### src/core/mst_pkg.sv
// constants for the start-up profile and limit configuration block
package mst_pkg;
  localparam int          ADDR_W         = 8;
  localparam int          DATA_W         = 16;
  localparam logic [7:0]  ADDR_PROFILE   = 8'h93;
  localparam logic [7:0]  ADDR_LIMITS    = 8'h94;
  localparam logic [15:0] PROFILE_RESET  = 16'h0000;
  localparam logic [15:0] LIMITS_RESET   = 16'h0000;
  localparam logic [15:0] PROFILE_WMASK  = 16'h7FFF;
  localparam logic [15:0] READ_UNMAPPED  = 16'h0000;
  localparam int          PROF_RSV_BIT   = 15;
  localparam int          PROF_RANGE_BIT = 14;
  localparam int          ACC2_LSB       = 11;
  localparam int          ACC1_LSB       = 8;
  localparam int          THR_LSB        = 3;
  localparam int          ALIGN_LSB      = 0;
  localparam int          LIM_OT_LSB     = 14;
  localparam int          LIM_LOCK_LSB   = 8;
  localparam int          LIM_SOFT_LSB   = 4;
  localparam int          LIM_HARD_LSB   = 1;
  localparam int          LIM_HRANGE_BIT = 0;
  // time base
  localparam int          CLK_HZ         = 20_000_000;
  localparam int          TICK_MS        = 1;
  localparam int          MS_CYCLES      = CLK_HZ / 1000 * TICK_MS;
  // second-order coefficient, units of 0.0001 Hz/s^2
  localparam logic [19:0] ACC2_FAST [0:7] = '{20'h8B290, 20'h46CD0, 20'h222E0, 20'h10D88,
                                              20'h080E8, 20'h03E80, 20'h019C8, 20'h00000};
  localparam logic [19:0] ACC2_SLOW [0:7] = '{20'h00898, 20'h0044C, 20'h00226, 20'h0010E,
                                              20'h00082, 20'h0003F, 20'h0001F, 20'h00000};
  // first-order coefficient, units of 0.001 Hz/s
  localparam logic [16:0] ACC1_FAST [0:7] = '{17'h128E0, 17'h09470, 17'h04A38, 17'h023F0,
                                              17'h01130, 17'h00834, 17'h00384, 17'h0012C};
  localparam logic [16:0] ACC1_SLOW [0:7] = '{17'h012C0, 17'h00960, 17'h004B0, 17'h00244,
                                              17'h0010E, 17'h00082, 17'h0003A, 17'h00013};
  // align time in ms
  localparam logic [12:0] ALIGN_MS [0:7]  = '{13'h14B4, 13'h0A8C, 13'h0514, 13'h029E,
                                              13'h014A, 13'h00A0, 13'h0050, 13'h0028};
  localparam logic [11:0] THR_LO_STEP    = 12'h008;
  localparam logic [11:0] THR_HI_STEP    = 12'h080;
  localparam logic [47:0] SPEED_PER_DHZ  = 48'h00003B9ACA00;
  localparam logic [13:0] ACC1_SCALE     = 14'h2710;
  // currents in mA
  localparam logic [11:0] SOFT_STEP_MA   = 12'h0C8;
  localparam logic [11:0] OT_CAP_MA [0:3] = '{12'h000, 12'h3E8, 12'h640, 12'h7D0};
  localparam logic [11:0] HARD_LO_MA [0:3] = '{12'h9C4, 12'h76C, 12'h5DC, 12'h384};
  localparam logic [11:0] HARD_HI_STEP   = 12'h190;
  typedef enum logic [1:0] {ST_IDLE, ST_ALIGN, ST_RAMP, ST_CLOSED} mst_state_e;
endpackage : mst_pkg

### src/core/mst_profile_if.sv
// decoded start-up profile settings
`timescale 1ns/1ps
interface mst_profile_if;
  logic [19:0] accel2;
  logic [16:0] accel1;
  logic [11:0] handoverDhz;
  logic [12:0] alignMs;
  modport src (output accel2, output accel1, output handoverDhz, output alignMs);
  modport snk (input accel2, input accel1, input handoverDhz, input alignMs);
endinterface : mst_profile_if

### src/core/mst_startup_limit_config.sv
// start-up profile and limit register bank with open-loop start-up sequencer
// Summary of operation
// - range bit 14 selects fast table at 0, slow table at 1
// - fast second-order codes map 57 down to 0 Hz/s^2
// - slow second-order codes map 0.22 down to 0 Hz/s^2, halving
// - fast first-order codes map 76 down to 0.3 Hz/s
// - slow first-order codes map 4.8 down to 0.019 Hz/s
// - handover threshold with top bit 0 is n times 0.8 Hz
// - handover threshold with top bit 1 is (n+1) times 12.8 Hz
// - align field picks 5.3 s down to 0.04 s, halving each step
// - profile bit 15 is reserved, read-only, reads zero
// - limit register sits at 0x94, resets to zero, fully read-write
// - limit bits 13..8 each enable one lock-detect condition
// - soft current limit is n times 0.2 A, zero disables
// - over-temperature cap selects the soft limit, 1 A, 1.6 A or 2 A
// - hard lock limit from a four-entry table at bit 0 = 0, (n+1) times 0.4 A at bit 0 = 1
`timescale 1ns/1ps
module mst_startup_limit_config
  import mst_pkg::*;
#(
  parameter int TICK_CYCLES = MS_CYCLES
)
(
  input  wire logic        clk,
  input  wire logic        resetn,
  input  wire logic [7:0]  regAddr,
  input  wire logic [15:0] regWrData,
  input  wire logic        regWrEn,
  input  wire logic        regRdEn,
  output logic      [15:0] regRdData,
  input  wire logic        startReq,
  input  wire logic        stopReq,
  output logic             alignActive,
  output logic             rampActive,
  output logic             closedLoop,
  output logic      [47:0] openLoopSpeed,
  output logic      [5:0]  lockEnable,
  output logic      [11:0] softLimitMa,
  output logic      [11:0] overtempCapMa,
  output logic      [11:0] hardLimitMa
);
  localparam int          RD_LAT     = 1;
  localparam logic [14:0] TICK_LAST  = 15'(TICK_CYCLES - 1);

  logic [15:0] profileReg;
  logic [15:0] limitReg;
  logic [15:0] next_profileReg;
  logic [15:0] next_limitReg;
  logic [15:0] next_regRdData;
  logic [11:0] decSoft;
  logic [11:0] decCap;
  logic [11:0] decHard;
  logic [5:0]  next_lockEnable;

  mst_profile_if profIf ();

  mst_profile_decode u_profile (
    .profileReg (profileReg),
    .prof       (profIf.src)
  );

  mst_limit_decode u_limit (
    .limitReg (limitReg),
    .softMa   (decSoft),
    .capMa    (decCap),
    .hardMa   (decHard)
  );

  // register bank
  always_comb begin
    next_profileReg = profileReg;
    next_limitReg   = limitReg;
    next_regRdData  = regRdData;
    if (regWrEn) begin
      if (regAddr == ADDR_PROFILE) begin
        next_profileReg = regWrData & PROFILE_WMASK;
      end else if (regAddr == ADDR_LIMITS) begin
        next_limitReg = regWrData;
      end
    end
    if (regRdEn) begin
      if (regAddr == ADDR_PROFILE) begin
        next_regRdData = profileReg & PROFILE_WMASK;
      end else if (regAddr == ADDR_LIMITS) begin
        next_regRdData = limitReg;
      end else begin
        next_regRdData = READ_UNMAPPED;
      end
    end
    next_lockEnable = limitReg[LIM_LOCK_LSB +: 6];
  end

  always_ff @(posedge clk or negedge resetn) begin
    if (!resetn) begin
      profileReg    <= PROFILE_RESET;
      limitReg      <= LIMITS_RESET;
      regRdData     <= 16'h0000;
      lockEnable    <= 6'h00;
      softLimitMa   <= 12'h000;
      overtempCapMa <= 12'h000;
      hardLimitMa   <= 12'h000;
    end else begin
      profileReg    <= next_profileReg;
      limitReg      <= next_limitReg;
      regRdData     <= next_regRdData;
      lockEnable    <= next_lockEnable;
      softLimitMa   <= decSoft;
      overtempCapMa <= decCap;
      hardLimitMa   <= decHard;
    end
  end

  // start-up sequencer
  mst_state_e  state;
  mst_state_e  next_state;
  logic [14:0] tickCnt;
  logic [14:0] next_tickCnt;
  logic [12:0] alignMs;
  logic [12:0] next_alignMs;
  logic [47:0] slope2;
  logic [47:0] next_slope2;
  logic [47:0] next_speed;
  logic [47:0] thrUnits;
  logic        tick;

  always_comb begin
    tick         = (tickCnt == TICK_LAST);
    thrUnits     = 48'(48'(profIf.handoverDhz) * SPEED_PER_DHZ);
    next_state   = state;
    next_tickCnt = tick ? 15'h0000 : 15'(tickCnt + 15'h0001);
    next_alignMs = alignMs;
    next_slope2  = slope2;
    next_speed   = openLoopSpeed;
    case (state)
      ST_IDLE: begin
        next_tickCnt = 15'h0000;
        if (startReq) begin
          next_state   = ST_ALIGN;
          next_alignMs = 13'h0000;
          next_slope2  = 48'h0;
          next_speed   = 48'h0;
        end
      end
      ST_ALIGN: begin
        if (tick) begin
          next_alignMs = 13'(alignMs + 13'h0001);
          if (13'(alignMs + 13'h0001) >= profIf.alignMs) begin
            next_state = ST_RAMP;
          end
        end
      end
      ST_RAMP: begin
        if (openLoopSpeed >= thrUnits) begin
          next_state = ST_CLOSED;
        end else if (tick) begin
          next_speed  = 48'(openLoopSpeed + 48'(profIf.accel1) * 48'(ACC1_SCALE) + slope2);
          next_slope2 = 48'(slope2 + 48'(profIf.accel2));
        end
      end
      ST_CLOSED: begin
        next_tickCnt = 15'h0000;
      end
      default: begin
        next_state = ST_IDLE;
      end
    endcase
    if (stopReq) begin
      next_state = ST_IDLE;
    end
  end

  always_ff @(posedge clk or negedge resetn) begin
    if (!resetn) begin
      state         <= ST_IDLE;
      tickCnt       <= 15'h0000;
      alignMs       <= 13'h0000;
      slope2        <= 48'h0;
      openLoopSpeed <= 48'h0;
    end else begin
      state         <= next_state;
      tickCnt       <= next_tickCnt;
      alignMs       <= next_alignMs;
      slope2        <= next_slope2;
      openLoopSpeed <= next_speed;
    end
  end

  assign alignActive = (state == ST_ALIGN);
  assign rampActive  = (state == ST_RAMP);
  assign closedLoop  = (state == ST_CLOSED);
endmodule : mst_startup_limit_config

### src/core/mst_profile_decode.sv
// decodes the start-up profile register into physical settings
`timescale 1ns/1ps
module mst_profile_decode
  import mst_pkg::*;
(
  input  wire logic [15:0] profileReg,
  mst_profile_if.src       prof
);
  logic       slowRange;
  logic [2:0] acc2Code;
  logic [2:0] acc1Code;
  logic [4:0] thrCode;
  logic [2:0] alignCode;

  always_comb begin
    slowRange = profileReg[PROF_RANGE_BIT];
    acc2Code  = profileReg[ACC2_LSB +: 3];
    acc1Code  = profileReg[ACC1_LSB +: 3];
    thrCode   = profileReg[THR_LSB +: 5];
    alignCode = profileReg[ALIGN_LSB +: 3];
    prof.accel2 = slowRange ? ACC2_SLOW[acc2Code] : ACC2_FAST[acc2Code];
    prof.accel1 = slowRange ? ACC1_SLOW[acc1Code] : ACC1_FAST[acc1Code];
    if (thrCode[4]) begin
      prof.handoverDhz = 12'(({8'h00, thrCode[3:0]} + 12'h001) * THR_HI_STEP);
    end else begin
      prof.handoverDhz = 12'({8'h00, thrCode[3:0]} * THR_LO_STEP);
    end
    prof.alignMs = ALIGN_MS[alignCode];
  end
endmodule : mst_profile_decode

### src/core/mst_limit_decode.sv
// decodes the limit register into current thresholds in mA
`timescale 1ns/1ps
module mst_limit_decode
  import mst_pkg::*;
(
  input  wire logic [15:0] limitReg,
  output logic      [11:0] softMa,
  output logic      [11:0] capMa,
  output logic      [11:0] hardMa
);
  logic [3:0] softCode;
  logic [2:0] hardCode;

  always_comb begin
    softCode = limitReg[LIM_SOFT_LSB +: 4];
    hardCode = limitReg[LIM_HARD_LSB +: 3];
    softMa   = 12'({8'h00, softCode} * SOFT_STEP_MA);
    if (limitReg[LIM_OT_LSB +: 2] == 2'h0) begin
      capMa = softMa;
    end else begin
      capMa = OT_CAP_MA[limitReg[LIM_OT_LSB +: 2]];
    end
    if (limitReg[LIM_HRANGE_BIT]) begin
      hardMa = 12'(({9'h000, hardCode} + 12'h001) * HARD_HI_STEP);
    end else begin
      hardMa = HARD_LO_MA[hardCode[1:0]];
    end
  end
endmodule : mst_limit_decode

### config.mk
export PLATFORM = sky130hd
export DESIGN_NAME = mst_startup_limit_config
export DESIGN_NICKNAME = d
export VERILOG_FILES = /design/src/core/mst_pkg.sv /design/src/core/mst_profile_if.sv /design/src/core/mst_startup_limit_config.sv /design/src/core/mst_profile_decode.sv /design/src/core/mst_limit_decode.sv
export SDC_FILE = /design/constraint.sdc
export NUM_CORES = 1
export LEC_CHECK = 0
export ABC_AREA = 1
export BUFFER_PORTS_ARGS = -buffer_cell sky130_fd_sc_hd__buf_2
export CAP_MARGIN = 20
export CORE_MARGIN = 3
export CORE_UTILIZATION = 50
export CTS_CLUSTER_SIZE = 30
export DETAILED_ROUTE_END_ITERATION = 10
export PLACE_DENSITY = 0.75
export SLEW_MARGIN = 20
export SYNTH_ARGS = -nofsm -noshare
export SYNTH_HDL_FRONTEND = slang
export SYNTH_SLANG_ARGS = --single-unit
### constraint.sdc
create_clock -name clk -period 18.22 [get_ports clk]
set_clock_uncertainty 0.1 [all_clocks]
set_input_delay 2.733 -clock clk [delete_from_list [all_inputs] [get_ports clk]]
set_output_delay 2.733 -clock clk [all_outputs]
set_load 0.05 [all_outputs]
# After elaboration in Yosys (flattened, before gate mapping)
# Memories as Yosys holds them, arrays and structs flattened.
# Cells that the tools add are included.
[totals]
register_bits = 212
in_bits = 30
wordCells = 107
n_memories = 5
output_inout_bits = 109
rom_bits = 696
[mem_list]
columns = ["memory", "words", "width", "rd", "rd_ports_with_merged_regs", "write_ports", "line", "rtl"]
rows = [
  ["(name not given)", 8, 20, 1, 0, 0, "mst_profile_decode.sv:21", "prof.accel2 = slowRange ? ACC2_SLOW[acc2Code] : ACC2_FAST[acc2Code];"],
  ["(name not given)", 8, 20, 1, 0, 0, "mst_profile_decode.sv:21", ""],
  ["(name not given)", 8, 17, 1, 0, 0, "mst_profile_decode.sv:22", "prof.accel1 = slowRange ? ACC1_SLOW[acc1Code] : ACC1_FAST[acc1Code];"],
  ["(name not given)", 8, 17, 1, 0, 0, "mst_profile_decode.sv:22", ""],
  ["(name not given)", 8, 13, 1, 0, 0, "mst_profile_decode.sv:28", "prof.alignMs = ALIGN_MS[alignCode];"],
]
[op_classes]
n_reduce_logical = 11
add_sub_neg = 7
n_eq_ne = 14
magnitude_cmp = 7
muxes = 41
n_bitwise = 6
mul = 4
[ops]
columns = ["cell", "n"]
rows = [
  ["$mux 48", 5],
  ["$pmux 48 s2", 2],
  ["$mux 20", 5],
  ["$mux 17", 5],
  ["$mux 12", 7],
  ["$mux 13", 4],
  ["$add 48x20->48", 1],
  ["$add 48x31->48", 1],
  ["$add 48x48->48", 1],
  ["$bmux 12 s2", 2],
  ["$ge 48x42->1", 1],
  ["$mul 12x21->33 const B", 1],
  ["$mux 16", 2],
  ["$mux 15", 2],
  ["$mul 17x10->27 const B", 1],
  ["$pmux 13 s2", 1],
  ["$eq 8x8->1 const B", 2],
  ["$add 15x1->15 const B", 1],
  ["$eq 15x15->1 const B", 1],
  ["$add 13x1->13 const B", 1],
  ["$ge 13x13->1", 1],
  ["$ge 4x4->1 const B", 3],
  ["$mul 12x5->8 const B", 1],
  ["$not 3->4", 3],
  ["22 further kinds", 36],
]

# Longest topological paths before layout
[logic_depth]
word_depth = 11
ltp_mapped = 42

# Cells and area by module
# A second synthesis with hierarchy kept.
[hier_totals]
hier_cells = 3586
area_unflattened_um2 = 25958.6
[by_module_without_submodules]
columns = ["mod", "cells_per_inst", "instances", "area_per_inst_um2"]
rows = [
  ["mst_startup_limit_config", 3266, 1, 24050.6],
  ["mst_profile_decode", 199, 1, 1143.6],
  ["mst_limit_decode", 121, 1, 764.5],
]

# Worst setup path after synthesis
# No wires, ideal clock.
[synth_path]
kind = "register to register"
startpoint = "reg profileReg[9]"
endpoint = "reg openLoopSpeed[27]"
path_stages_with_launch = 35
setup_ns = 0.118
period_less_slack_ns = 6.883
slack_ns = 11.337
arrival_ns = 6.665
n_path_buf = 0
path_cell_list = "dfrtp_1 -> inv_1 -> ha_1 -> nand2_1 -> o21ai_0 -> o21ai_0 -> inv_1 -> ha_1 -> xor2_1 -> ha_1 -> fa_1 -> ha_1 -> inv_1 -> fa_1 -> inv_1 -> ha_1 -> nand2_1 -> nor2_1 -> inv_1 -> o21ai_0 -> a21oi_1 -> xnor2_1 -> fa_1 -> ha_1 -> a21oi_1 -> o21ai_0 -> nand2_1 -> nand2_1 -> inv_1 -> nand2_1 -> inv_1 -> nand2_1 -> or2_2 -> nand3_1 -> nand2_1"
[synth_between]
elab_chain_cells = 11
word_cells_on_any_way = 14
[synth_rtl]
columns = ["item", "line", "rtl"]
rows = [
  ["from (decl)", "mst_startup_limit_config.sv:45", "logic [15:0] profileReg;"],
  ["from (signal assigned)", "mst_startup_limit_config.sv:103", "profileReg <= next_profileReg;"],
  ["$not 3->4 (implied by the code) *", "mst_profile_decode.sv:22", ""],
  ["$mem_v2 8x17", "-", ""],
  ["$mux 17 (implied by the code) (2 in a row)", "mst_profile_decode.sv:22", ""],
  ["$mux 17 *", "mst_profile_decode.sv:22", ""],
  ["$mul 17x10->27 *", "mst_startup_limit_config.sv:156", "next_speed = 48'(openLoopSpeed + 48'(profIf.accel1) * 48'(ACC1_SCALE) + slope2);"],
  ["$add 48x31->48 *", "mst_startup_limit_config.sv:156", ""],
  ["$add 48x48->48 *", "mst_startup_limit_config.sv:156", ""],
  ["$mux 48 *", "mst_startup_limit_config.sv:155", "end else if (tick) begin"],
  ["$mux 48 *", "mst_startup_limit_config.sv:153", "if (openLoopSpeed >= thrUnits) begin"],
  ["$pmux 48 s2 *", "mst_startup_limit_config.sv:134", "case (state)"],
  ["to (signal assigned)", "mst_startup_limit_config.sv:184", "openLoopSpeed <= next_speed;"],
  ["to (decl)", "mst_startup_limit_config.sv:36", "output logic [47:0] openLoopSpeed,"],
]
# Every way passes the cells marked *; elsewhere a longest branch is shown, timed or not. The select of a mux whose other input is x is not followed.
# A chain may end at the register's enable or synchronous reset.

# Worst setup path in the final report
[layout_path]
startpoint = "reg profileReg[7]"
endpoint = "reg openLoopSpeed[43]"
[layout_between]
elab_chain_cells = 5
[layout_rtl]
columns = ["item", "line", "rtl"]
rows = [
  ["$mux 12", "mst_profile_decode.sv:23", "if (thrCode[4]) begin"],
  ["$mul 12x21->33", "mst_startup_limit_config.sv:128", "thrUnits = 48'(48'(profIf.handoverDhz) * SPEED_PER_DHZ);"],
  ["$ge 48x42->1", "mst_startup_limit_config.sv:153", ""],
  ["$ne 2x2->1 (no source line)", "-", ""],
  ["$reduce_and 4->1 (no source line)", "-", ""],
]
# Every way passes these cells.

==> impl_results.md <==
* Status: finished, final reports clean
* Unique masters post-synth at 54
* Worst VDD drop at 0.111 mV
* Leak Pwr at 14.5 nW
* Final WL at 68900 um
* # diodes at 0
* Crit share post-route at 46.3%
* Share of the synthesized area in the top cell type at 21.7%
* Synth cell count leaders: nand2_1, inv_1, ha_1
* Worst Setup End Kind: register
* Slew Viols, Final at 0
* Layout area overhead at 9.08%
* Worst setup margin at 9.79 ns
* Initial antenna violation count at 2
* Ranking of synthesized cells by area: dfrtp_1, ha_1, nand2_1
* Via count at 22.0k
* Largest area contributor in the netlist: dfrtp_1
* Global-route wire length before repair at 110000 um
* CP Depth at 29
* Die Span Y at 224 um
* TritonCTS clock tree: built
* Power per Cell Area at 108 mW/mm^2
* Crit-path slowest cell: inv_2
* Sequential fraction of the synthesis area at 21.7%
* Most used cell, CP: nand2_1
* Non-Filler Instances at ~4k
* Latest clock arrival within the worst-skew pair at 0.57 ns
* Starting Density at roughly half
* Crit path to: openLoopSpeed[43]
* Via/cell ratio at 5.41
* RSZ-0062 raised after global routing: no
* Cts bufs inserted at 25
* Port Buffers at 130
* Total track usage at 27.2%
* Asr flop ratio synth at 100%
* Setup-failing EPs final at 0
* Worst relative slew slack at 33.2%
* Mapped Cells at 3315
* Die Area at 0.0503 sq mm
* Post-cts sizing count at 0
* Yosys warns at 0
* Nets@finish at between 3k and 4k
* # DRC at 0
* DP Worst Slack at 9.87 ns
* Worst-case reg-to-reg path depth at 29
* Post-Place Cells at roughly 4.0k
* Setup Fix Bufs, Post-CTS at 0
* Post-synthesis register bit count at 207
* Reg-to-Reg Start: profileReg[7]
* Ys flop type: dfrtp_1
* Hold crit path type: reg2reg
* Vias in the first global route at 21.3k
* Peak Freq at around 120 MHz
* Max_cap viols at 0
* IO Pins at approximately 140
* CP Launch Point: profileReg[7]
* Row count at 79
* CP peak stage delay at between 0.7 and 0.8 ns
* GR Overflow Total at 0
* Top delay family on crit path: adder cells
* Crit path buf inv count at 5
* TritonCTS Sinks at 207
* Syn avg cell area at between 7 and 8 sq um
* Post-synth EDFFs at 0
* Critical Path Fanout Max at 37
* Final ANT Viol Nets at 0
* CTS root buffer: clkbuf_16
* Cts-stage hold buffer count at 0
* Syn Std Cell Area at 0.0238 sq mm
* Drt wl/cell at 16.9 um
* Worst EP arrival at 8.82 ns
* Final Hold Viols at 0
* Max Root-Sink Buffers at 3
* CTS clk-pin slew, worst paths at 0.06 ns
* Register-to-register setup slack at 9.79 ns
* Gp weighted congestion at 1.02
* Post-route setup TNS at 0 ns
* H-tree depth at 1
* DP Wirelength at 56700 um
* CP Data Required Time at roughly 19 ns
* Top-count cell post-synth: nand2_1
* Std-Cell Core Area at 0.0469 sq mm
* Critical path class: reg2reg
* Worst-Margin Slew at 1.00 ns
* Largest net degree at the start of global routing at 100
* Layout cells sized above 1 at 6.16%
* Tmin final at approximately 8.4 ns
* DRT Pass-1 Iters at 6
* Reg2reg end: openLoopSpeed[43]
* Die Wd at 224 um
* Worst Setup Start Kind: register
* Detailed Route Iter0 Violations at 1829
[routing by layer]
layer  vias up  wire [um]  GRT usage (%)
met1     10300      30800           38.0
met5         -         27              0
met4         4       2840           10.3
met3       145       4400           3.39
met2       731      30800           43.7
li1      10900          -              -
[cell usage in the layout (no fill, tap or decap), types with 10 or more instances in the layout]
cell type  netlist  layout
nor2_1         285     285
o21ai_0        177     177
nor3_1          40      40
o21bai_1        11      11
inv_1          579     579
nand4_1         48      48
clkbuf_16        0      25
a21o_1          13      13
fa_1           119     119
o22ai_1         32      32
ha_1           340     340
buf_2            9     129
nand3_1        160     159
nand3b_1        24      24
xor2_1          48      48
o21a_1          11      11
conb_1           2      17
xnor2_1         63      63
nand2_1        837     837
a221oi_1        10      10
a21oi_1        167     167
o21ai_1         18      18
dfrtp_1        207     207
[power breakdown]
part	switching, mW	internal, mW
Clock	0.218	0.320
Combinational	1.18	0.591
Sequential	0.0207	0.478
Total	1.42	1.39
[sequential cells by signal (all words and copies together) (netlist names)]
register,cells
openLoopSpeed,48
slope2,48
limitReg,16
regRdData,16
profileReg,15
tickCnt,15
alignMs,13
hardLimitMa,10
overtempCapMa,9
softLimitMa,9
lockEnable,6
state,2
[logic make-up after synthesis]
kind of cell | after synthesis | synth area share (%)
and+or+nand+nor | 1434 | 25.2
buffers and inverters | 638 | 10.4
AOI/OAI and AO/OA | 464 | 10.7
adders and majority gates | 459 | 27.8
DFF | 207 | 21.7
xor gates and xnor gates | 111 | 4.08
other | 2 | 0.0315
[metrics by stage]
step / area, sq um / hold slack [ns] / total power, mW / util, %
final: 26000 / 0.307 / 2.81 / 55.5
after global routing: 26000 / 0.330 / 3.04 / 55.5
after CTS: 26000 / 0.308 / 2.79 / 55.4
after detailed placement: 25100 / 0.291 / 2.24 / 53.5
after global placement: 25100 / 0.289 / 2.22 / 53.5
after floorplan: 23900 / 0.274 / 1.82 / -
[worst min-delay path by stage]
stage	start	to	slack, ns	cells after the start
4_1_cts	limitReg[13]	lockEnable[5]	0.31	0
3_5_place_dp	limitReg[9]	lockEnable[1]	0.29	0
2_1_floorplan	limitReg[8]	lockEnable[0]	0.27	0
3_3_place_gp	limitReg[9]	lockEnable[1]	0.29	0
5_1_grt	limitReg[9]	lockEnable[1]	0.33	0
6_report	limitReg[13]	lockEnable[5]	0.31	0
[worst register-to-register path, delay by kind of cell (launching register included)]
kind                       cells  cell delay [ns]
AOI/OAI and AO/OA              2             0.38
xor gates and xnor gates       1             0.15
adders and majority gates      7             3.04
buffers and inverters          5             1.21
DFF                            1             0.59
and+or+nand+nor               14             2.88
[area by class of cell]
type,count,area (sq um)
Fill cell,4534,20900
Multi-Input combinational cell,2485,16200
Sequential cell,207,5180
Inverter,586,2200
Tap cell,607,759
Timing Repair Buffer,137,733
Clock buffer,27,653
Clock inverter,17,231
Power figures use the tool's default switching activity.
